**src/gposm_pkg.sv**
```systemverilog
package gposm_pkg;

  localparam int          APB_AW          = 12;
  localparam int          APB_DW          = 32;
  localparam int          RX_PORTS        = 4;
  localparam int          TX_PORTS        = 2;
  localparam int          RX_GPIOS        = 4;

  // Register indices; byte address is four times the index
  localparam logic [7:0]  CTRL_IDX        = 8'h11;
  localparam logic [7:0]  RX_EN_IDX       = 8'h0c;
  localparam logic [7:0]  TX_MAP_IDX      = 8'h20;
  localparam logic [7:0]  STATUS_IDX      = 8'h21;
  localparam logic [11:0] CTRL_ADDR       = {2'h0, CTRL_IDX, 2'h0};
  localparam logic [11:0] RX_EN_ADDR      = {2'h0, RX_EN_IDX, 2'h0};
  localparam logic [11:0] TX_MAP_ADDR     = {2'h0, TX_MAP_IDX, 2'h0};
  localparam logic [11:0] STATUS_ADDR     = {2'h0, STATUS_IDX, 2'h0};

  localparam int          SEL_MSB         = 7;
  localparam int          SEL_LSB         = 5;
  localparam int          SRC_MSB         = 4;
  localparam int          SRC_LSB         = 2;
  localparam int          VAL_BIT         = 1;
  localparam int          EN_BIT          = 0;

  localparam logic [7:0]  CTRL_RESET      = 8'h00;
  localparam logic [3:0]  RX_EN_RESET     = 4'hf;
  localparam logic [7:0]  TX_MAP_RESET    = 8'hff;

  localparam logic [2:0]  SRC_DEV         = 3'h4;
  localparam logic [2:0]  SRC_RSV         = 3'h5;

endpackage

```
**src/gposm_port_reduce.sv**
```systemverilog
`timescale 1ns/100ps
module gposm_port_reduce #(
  parameter int N = 4
) (
  input  wire logic [N-1:0] flags,
  input  wire logic [N-1:0] mask,
  output wire logic         all_o,
  output wire logic         any_o
);
  // Empty mask: AND reads one, OR reads zero
  assign all_o = &(flags | ~mask);
  assign any_o = |(flags & mask);
endmodule

```
**src/gposm_src_mux.sv**
```systemverilog
`timescale 1ns/100ps
module gposm_src_mux (
  input  wire logic [2:0]  src,
  input  wire logic [2:0]  sel,
  input  wire logic        local_level,
  input  wire logic [15:0] rx_gpio,
  input  wire logic [3:0]  rx_lock,
  input  wire logic [3:0]  rx_pass,
  input  wire logic [3:0]  rx_fv,
  input  wire logic [3:0]  rx_lv,
  input  wire logic        dev_lock_any,
  input  wire logic        dev_lock_all,
  input  wire logic        dev_pass_all,
  input  wire logic        frame_sync,
  input  wire logic [1:0]  tx_pass_all,
  input  wire logic [1:0]  tx_pass_any,
  input  wire logic [1:0]  tx_fv,
  input  wire logic [1:0]  tx_lv,
  input  wire logic [1:0]  tx_sync,
  input  wire logic [1:0]  tx_irq,
  output wire logic        level
);
  wire logic [1:0] rx_idx;
  wire logic       tx_idx;
  wire logic [3:0] rx_stat;
  wire logic       rx_level;
  wire logic [7:0] dev_vec;
  wire logic [7:0] tx_vec;

  assign rx_idx   = src[1:0];
  assign tx_idx   = src[0];
  assign rx_stat  = {rx_lv[rx_idx], rx_fv[rx_idx], rx_pass[rx_idx], rx_lock[rx_idx]};
  assign rx_level = sel[2] ? rx_stat[sel[1:0]] : rx_gpio[{rx_idx, sel[1:0]}];
  // Reserved codes read low
  assign dev_vec  = {3'h0, frame_sync, dev_pass_all, dev_lock_all, dev_lock_any, local_level};
  assign tx_vec   = {2'h0, tx_irq[tx_idx], tx_sync[tx_idx], tx_lv[tx_idx], tx_fv[tx_idx],
                     tx_pass_any[tx_idx], tx_pass_all[tx_idx]};
  assign level    = !src[2]             ? rx_level      :
                    (src == gposm_pkg::SRC_DEV) ? dev_vec[sel] :
                    (src == gposm_pkg::SRC_RSV) ? 1'b0  : tx_vec[sel];
endmodule

```
**src/gposm_top.sv**
```systemverilog
`timescale 1ns/100ps
module gposm_top (
  input  wire logic        pclk,
  input  wire logic        presetn,
  input  wire logic        clk_en,
  input  wire logic        psel,
  input  wire logic        penable,
  input  wire logic        pwrite,
  input  wire logic [11:0] paddr,
  input  wire logic [31:0] pwdata,
  output wire logic        pready,
  output wire logic [31:0] prdata,
  output wire logic        pslverr,
  input  wire logic [15:0] rx_gpio,
  input  wire logic [3:0]  rx_lock,
  input  wire logic [3:0]  rx_pass,
  input  wire logic [3:0]  rx_frame_valid,
  input  wire logic [3:0]  rx_line_valid,
  input  wire logic        frame_sync_pulse,
  input  wire logic [1:0]  tx_frame_valid,
  input  wire logic [1:0]  tx_line_valid,
  input  wire logic [1:0]  tx_synced,
  input  wire logic [1:0]  tx_irq,
  output wire logic        pin1_out,
  output wire logic        pin1_oe_n
);
  logic [7:0]  ctrl_reg;
  logic [3:0]  rx_en_reg;
  logic [7:0]  map_reg;
  logic        pready_reg;
  logic [31:0] prdata_reg;
  logic        pslverr_reg;
  logic        out_reg;
  logic        oe_n_reg;

  wire logic        setup;
  wire logic        wr_fire;
  wire logic        hit_ctrl;
  wire logic        hit_rx_en;
  wire logic        hit_map;
  wire logic        hit_status;
  wire logic        mapped;
  wire logic [31:0] rd_mux;
  wire logic        lock_all;
  wire logic        lock_any;
  wire logic        pass_all;
  wire logic [1:0]  tx_pass_all;
  wire logic [1:0]  tx_pass_any;
  wire logic        level;
  wire logic        out_next;

  // One wait-free access: pready rises in the first access cycle
  assign setup      = psel & ~penable;
  assign wr_fire    = psel & penable & pready_reg & pwrite;
  assign hit_ctrl   = paddr == gposm_pkg::CTRL_ADDR;
  assign hit_rx_en  = paddr == gposm_pkg::RX_EN_ADDR;
  assign hit_map    = paddr == gposm_pkg::TX_MAP_ADDR;
  assign hit_status = paddr == gposm_pkg::STATUS_ADDR;
  assign mapped     = hit_ctrl | hit_rx_en | hit_map | hit_status;
  assign rd_mux     = hit_ctrl   ? {24'h0, ctrl_reg}           :
                      hit_rx_en  ? {28'h0, rx_en_reg}          :
                      hit_map    ? {24'h0, map_reg}            :
                      hit_status ? {30'h0, ~oe_n_reg, out_reg} : 32'h0;

  always_ff @(posedge pclk or negedge presetn) begin
    if (!presetn) begin
      pready_reg  <= 1'b0;
      prdata_reg  <= 32'h0;
      pslverr_reg <= 1'b0;
    end else if (clk_en) begin
      pready_reg  <= setup;
      prdata_reg  <= (setup & ~pwrite) ? rd_mux : 32'h0;
      pslverr_reg <= setup & ~mapped;
    end
  end

  // Unmapped or status writes are dropped
  always_ff @(posedge pclk or negedge presetn) begin
    if (!presetn) begin
      ctrl_reg  <= gposm_pkg::CTRL_RESET;
      rx_en_reg <= gposm_pkg::RX_EN_RESET;
      map_reg   <= gposm_pkg::TX_MAP_RESET;
    end else if (clk_en && wr_fire) begin
      if (hit_ctrl) begin
        ctrl_reg <= pwdata[7:0];
      end
      if (hit_rx_en) begin
        rx_en_reg <= pwdata[3:0];
      end
      if (hit_map) begin
        map_reg <= pwdata[7:0];
      end
    end
  end

  gposm_port_reduce #(.N(4)) u_lock (
    .flags (rx_lock),
    .mask  (rx_en_reg),
    .all_o (lock_all),
    .any_o (lock_any)
  );

  gposm_port_reduce #(.N(4)) u_pass (
    .flags (rx_pass),
    .mask  (rx_en_reg),
    .all_o (pass_all),
    .any_o ()
  );

  gposm_port_reduce #(.N(4)) u_tx0 (
    .flags (rx_pass),
    .mask  (map_reg[3:0]),
    .all_o (tx_pass_all[0]),
    .any_o (tx_pass_any[0])
  );

  gposm_port_reduce #(.N(4)) u_tx1 (
    .flags (rx_pass),
    .mask  (map_reg[7:4]),
    .all_o (tx_pass_all[1]),
    .any_o (tx_pass_any[1])
  );

  gposm_src_mux u_mux (
    .src          (ctrl_reg[gposm_pkg::SRC_MSB:gposm_pkg::SRC_LSB]),
    .sel          (ctrl_reg[gposm_pkg::SEL_MSB:gposm_pkg::SEL_LSB]),
    .local_level  (ctrl_reg[gposm_pkg::VAL_BIT]),
    .rx_gpio      (rx_gpio),
    .rx_lock      (rx_lock),
    .rx_pass      (rx_pass),
    .rx_fv        (rx_frame_valid),
    .rx_lv        (rx_line_valid),
    .dev_lock_any (lock_any),
    .dev_lock_all (lock_all),
    .dev_pass_all (pass_all),
    .frame_sync   (frame_sync_pulse),
    .tx_pass_all  (tx_pass_all),
    .tx_pass_any  (tx_pass_any),
    .tx_fv        (tx_frame_valid),
    .tx_lv        (tx_line_valid),
    .tx_sync      (tx_synced),
    .tx_irq       (tx_irq),
    .level        (level)
  );

  // Held low when not driving so a glitch cannot leak out on enable
  assign out_next = ctrl_reg[gposm_pkg::EN_BIT] & level;

  always_ff @(posedge pclk or negedge presetn) begin
    if (!presetn) begin
      out_reg  <= 1'b0;
      oe_n_reg <= 1'b1;
    end else if (clk_en) begin
      out_reg  <= out_next;
      oe_n_reg <= ~ctrl_reg[gposm_pkg::EN_BIT];
    end
  end

  assign pready    = pready_reg;
  assign prdata    = prdata_reg;
  assign pslverr   = pslverr_reg;
  assign pin1_out  = out_reg;
  assign pin1_oe_n = oe_n_reg;
endmodule

```
**config.mk**
```make
export PLATFORM = sky130hd
export DESIGN_NAME = gposm_top
export DESIGN_NICKNAME = d
export VERILOG_FILES = /design/src/gposm_pkg.sv /design/src/gposm_port_reduce.sv /design/src/gposm_src_mux.sv /design/src/gposm_top.sv
export SDC_FILE = /design/constraint.sdc
export NUM_CORES = 1
export LEC_CHECK = 0
export BUFFER_PORTS_ARGS = -buffer_cell sky130_fd_sc_hd__buf_2
export CORE_MARGIN = 3
export CORE_UTILIZATION = 40
export CTS_BUF_LIST = sky130_fd_sc_hd__clkbuf_4
export CTS_CLUSTER_SIZE = 20
export DETAILED_ROUTE_END_ITERATION = 8
export HOLD_SLACK_MARGIN = 0.02
export PLACE_DENSITY = 0.71
export RECOVER_POWER = 50
export SLEW_MARGIN = 20
export SYNTH_ARGS = -nofsm -noshare
export SYNTH_HDL_FRONTEND = slang
export SYNTH_SLANG_ARGS = --single-unit
```
**constraint.sdc**
```tcl
create_clock -name pclk -period 2.25 [get_ports pclk]
set_clock_uncertainty 0.15 [all_clocks]
set_input_delay 0 -clock pclk [delete_from_list [all_inputs] [get_ports pclk]]
set_output_delay 0 -clock pclk [all_outputs]
set_load 0.05 [all_outputs]
```
==> impl_results.rst <==
.. list-table::
   :header-rows: 1

   * - Metric
     - Value
   * - Worst Path Required
     - 2.37 ns
   * - Post-route fraction of the period consumed by the critical path
     - 0.907
   * - Maximum fanout encountered on the critical timing path
     - 11
   * - Worst flop-to-flop path endpoint
     - pin1_out
   * - Detailed-router iteration count before antenna repair
     - 5
   * - Clock-pin slew on the worst setup and hold paths
     - approximately 0.12 ns
   * - Series of cell instances along the critical path
     - dlygate4sd3_1 -> clkbuf_1 -> nand2_1 -> or4_1 -> o21ai_1 -> o2111ai_1 -> o211ai_1
   * - Area of the die
     - 0.00690 mm²
   * - Root Buffer
     - sky130_fd_sc_hd__clkbuf_4
   * - CTS buffer count
     - 5
   * - Final RePlAce weighted congestion
     - 0.860
   * - Total power
     - 1.17 mW
   * - Layout cell share with drive strength beyond 1
     - 0.409
   * - Number of synthesized register bits
     - 32
   * - Finished Cell Area
     - 0.00297 mm²
   * - Tightest slew margin relative to the limit
     - -0.183
   * - Type of the tightest min-delay check
     - in2reg
   * - Worst Hold Depth
     - 3
   * - Layout area overhead
     - 24.9%
   * - Number of buffer cells added on primary ports
     - 78
   * - Boundary pin count
     - ~130
   * - Result of the run
     - finished with violations
   * - Number of sinks handled by clock tree synthesis
     - 32
   * - Most common cell after layout, fill and taps aside
     - sky130_fd_sc_hd__buf_2
   * - Max-slew violations
     - 33
   * - Max VDD drop
     - 0.254 mV
   * - Minimum period implied by the final worst setup slack
     - 2.04 ns
   * - Number of global-route vias before repair
     - just over 2000
   * - Main combinational cell family by area after synthesis
     - multiplexers
   * - Total DRC errors in the routed layout
     - 0
   * - Number of instances in the synthesized netlist
     - 226
   * - Depth of the CTS H-tree
     - 2
   * - WS Path Type
     - in2reg
   * - Setup slack of the most critical reg-to-reg path
     - around 0.21 ns
   * - Hold buffer count at CTS
     - 17
   * - Wire length of the first global-routing pass
     - 10.2 mm
   * - Vias per std cell
     - 5.37
   * - Half-perimeter wire length after detailed placement
     - approximately 4.8 mm
   * - TNS Setup
     - 0 ns
   * - Maximum number of pins on one net before global-route repair
     - 33
   * - Die Y
     - 83.1 µm
   * - Lkg Pwr
     - 1.32 nW
   * - Final setup margin
     - 0.210 ns
   * - Leading cell types in the layout, fill and taps excluded
     - 72 x sky130_fd_sc_hd__buf_2, 24 x sky130_fd_sc_hd__conb_1, 19 x sky130_fd_sc_hd__dfrtp_1
   * - Largest stage delay on the critical path
     - approximately 0.53 ns
   * - Wirelength, routed
     - 6.27 mm
   * - Sequential area share after synthesis
     - 0.344
   * - Cells resized by post-CTS repair
     - 0
   * - Count of final setup violators
     - 0
   * - Endpoint arrival time on the critical path
     - 2.16 ns
   * - Ratio of total power to cell area
     - about 400 mW/mm²
   * - X dimension of the die
     - 83.1 µm
   * - Initial antenna violation count
     - 0
   * - Total placed instance area
     - 0.00275 mm²
   * - Nature of the critical path endpoint
     - flip-flop
   * - Cell Area, Synth
     - 0.00237 mm²
   * - Total of fill cells in the finished design
     - 540
   * - Final instance count without filler cells
     - 395
   * - Setup repair after global routing missed its margin
     - no
   * - Final hold viol count
     - 0
   * - Worst-case hold slack
     - about 0.025 ns
   * - Clock tree from TritonCTS
     - yes
   * - Xor-xnor portion of the synthesized cell area
     - 0
   * - Master of the slowest instance on the critical path
     - sky130_fd_sc_hd__dlygate4sd3_1
   * - Clk buf depth
     - 2
   * - Number of violations of the max-capacitance limit
     - 1
   * - Synth Area in Compound Gates
     - 0.151
   * - Post-synthesis async set-or-reset flop share
     - 1.00
   * - Startpoint of the tightest hold check path
     - psel
   * - Number of distinct library cells after synthesis
     - 55
   * - Worst Hold End
     - pready
   * - Prevailing post-synth register cell
     - sky130_fd_sc_hd__dfrtp_1
   * - Setup Fix Bufs, Post-CTS
     - 0
   * - Register-to-Register Path Depth
     - 6
   * - Share of cell area taken by muxes after synthesis
     - 0.207
   * - Detailed-route via count
     - 2121
   * - CORE AREA
     - 0.00564 mm²
   * - Drt first-iter violations
     - 221
   * - Transition time at the pin with the least slew margin
     - 1.77 ns
   * - Total routing usage reported by global routing
     - 0.181
   * - Peak Freq
     - 490 MHz
   * - Post-Place Cells
     - 370
   * - Violated checks
     - max-capacitance violations, max-slew violations
   * - Initial core utilization
     - 0.421
   * - Fin util
     - 0.526
   * - Yosys synthesis warning count
     - 0
   * - Synthesized-area fraction occupied by adder cells
     - 0
   * - Ant. Diodes
     - 0
   * - Area fraction in and, or, nand and nor cells after synthesis
     - 0.165
   * - Mean post-synth cell area
     - 10.5 µm²
   * - Source of the worst register-to-register timing path
     - ctrl_reg[2]
   * - Row count
     - 27
   * - Launching element type of the critical path
     - input pin
   * - Final #Nets
     - 413
   * - Worst slack at placement
     - 0.200 ns
   * - Number of nets still failing antenna checks after routing
     - 0
   * - Final routed wire length divided by cell count
     - 15.9 µm
   * - Number of synthesized flops with an enable pin
     - 0
   * - Clock network latency to the later pin of the worst-skew pair
     - 0.35 ns
   * - Total grt overflow
     - 0
[critical path, delay by kind of cell]
kind | cells | cell delay, ns
simple gates | 2 | 0.76
compound gates | 3 | 0.50
buf+inv | 2 | 0.90
[metal layers]
| metal | up-vias | routed length [µm] | track usage |
|---|---|---|---|
| met1 | 995 | 2750 | 0.248 |
| met4 | 0 | 93 | 0.0594 |
| met2 | 119 | 2930 | 0.286 |
| li1 | 997 | - | - |
| met5 | - | 0 | 0 |
| met3 | 10 | 497 | 0.0377 |
[cells by family (layout without fill, tap and decap cells)]
| logic type | Yosys count | after routing |
|---|---|---|
| AOI/OAI and AO/OA | 44 | 44 |
| DFF | 32 | 32 |
| muxes | 37 | 37 |
| buffers and inverters | 52 | 126 |
| other | 1 | 24 |
| and+or+nand+nor | 60 | 60 |
[synthesized netlist by cell type, types with 2 or more instances]
| cell type | number | area share |
|---|---|---|
| sky130_fd_sc_hd__mux2_1 | 7 | 0.033 |
| sky130_fd_sc_hd__nand3_1 | 3 | 0.0063 |
| sky130_fd_sc_hd__nor3_1 | 4 | 0.0084 |
| sky130_fd_sc_hd__o2111ai_1 | 2 | 0.0074 |
| sky130_fd_sc_hd__and2b_1 | 2 | 0.0063 |
| sky130_fd_sc_hd__nand2_1 | 9 | 0.014 |
| sky130_fd_sc_hd__nor2_4 | 2 | 0.0095 |
| sky130_fd_sc_hd__a21oi_1 | 2 | 0.0042 |
| sky130_fd_sc_hd__a31oi_1 | 2 | 0.0053 |
| sky130_fd_sc_hd__mux2_2 | 13 | 0.062 |
| sky130_fd_sc_hd__o221ai_1 | 2 | 0.0074 |
| sky130_fd_sc_hd__nand4_1 | 3 | 0.0079 |
| sky130_fd_sc_hd__mux2_4 | 4 | 0.025 |
| sky130_fd_sc_hd__o22ai_1 | 8 | 0.021 |
| sky130_fd_sc_hd__clkbuf_1 | 4 | 0.0063 |
| sky130_fd_sc_hd__buf_4 | 25 | 0.079 |
| sky130_fd_sc_hd__buf_6 | 2 | 0.0095 |
| sky130_fd_sc_hd__nor2b_1 | 4 | 0.011 |
| sky130_fd_sc_hd__a211oi_1 | 3 | 0.0095 |
| sky130_fd_sc_hd__dfrtp_1 | 19 | 0.20 |
| sky130_fd_sc_hd__nor4_1 | 2 | 0.0053 |
| sky130_fd_sc_hd__nand2b_1 | 8 | 0.021 |
| sky130_fd_sc_hd__mux4_2 | 6 | 0.057 |
| sky130_fd_sc_hd__inv_1 | 15 | 0.024 |
| sky130_fd_sc_hd__a22oi_1 | 8 | 0.025 |
| sky130_fd_sc_hd__dfstp_2 | 13 | 0.14 |
| sky130_fd_sc_hd__a222oi_1 | 5 | 0.021 |
| sky130_fd_sc_hd__and4_1 | 3 | 0.011 |
| sky130_fd_sc_hd__buf_2 | 6 | 0.013 |
| sky130_fd_sc_hd__nor2_1 | 6 | 0.0095 |
| sky130_fd_sc_hd__nor3b_1 | 2 | 0.0063 |
| sky130_fd_sc_hd__a41oi_1 | 3 | 0.011 |
| sky130_fd_sc_hd__mux2i_1 | 7 | 0.030 |
[final cells by class]
class                   instances  area (µm²)  share of cell area
clock buffers                   5        37.5              0.0127
clock inverters                 3        18.8             0.00633
inverters                      15        56.3              0.0190
multi-input cells             165        1330               0.449
flip-flops and latches         32         817               0.276
well taps                      72        90.1              0.0304
repair buffers                103         613               0.207
[where the power goes]
part	total [mW]	switching, mW	internal [mW]
Combinational	0.250	0.165	0.0850
Clock	0.336	0.216	0.120
Sequential	0.581	0.00185	0.579
Total	1.17	0.383	0.784
[worst max path at each step]
stage,from,end,slack (ns),cells after the start
floorplan,ctrl_reg[2],pin1_out,0.37,5
global placement,ctrl_reg[2],pin1_out,0.22,6
detailed placement,ctrl_reg[2],pin1_out,0.20,6
CTS,ctrl_reg[2],pin1_out,0.19,6
global route,clk_en,pin1_out,0.05,7
finish,clk_en,pin1_out,0.21,7
No activity file was read; power rests on OpenSTA's default activity.
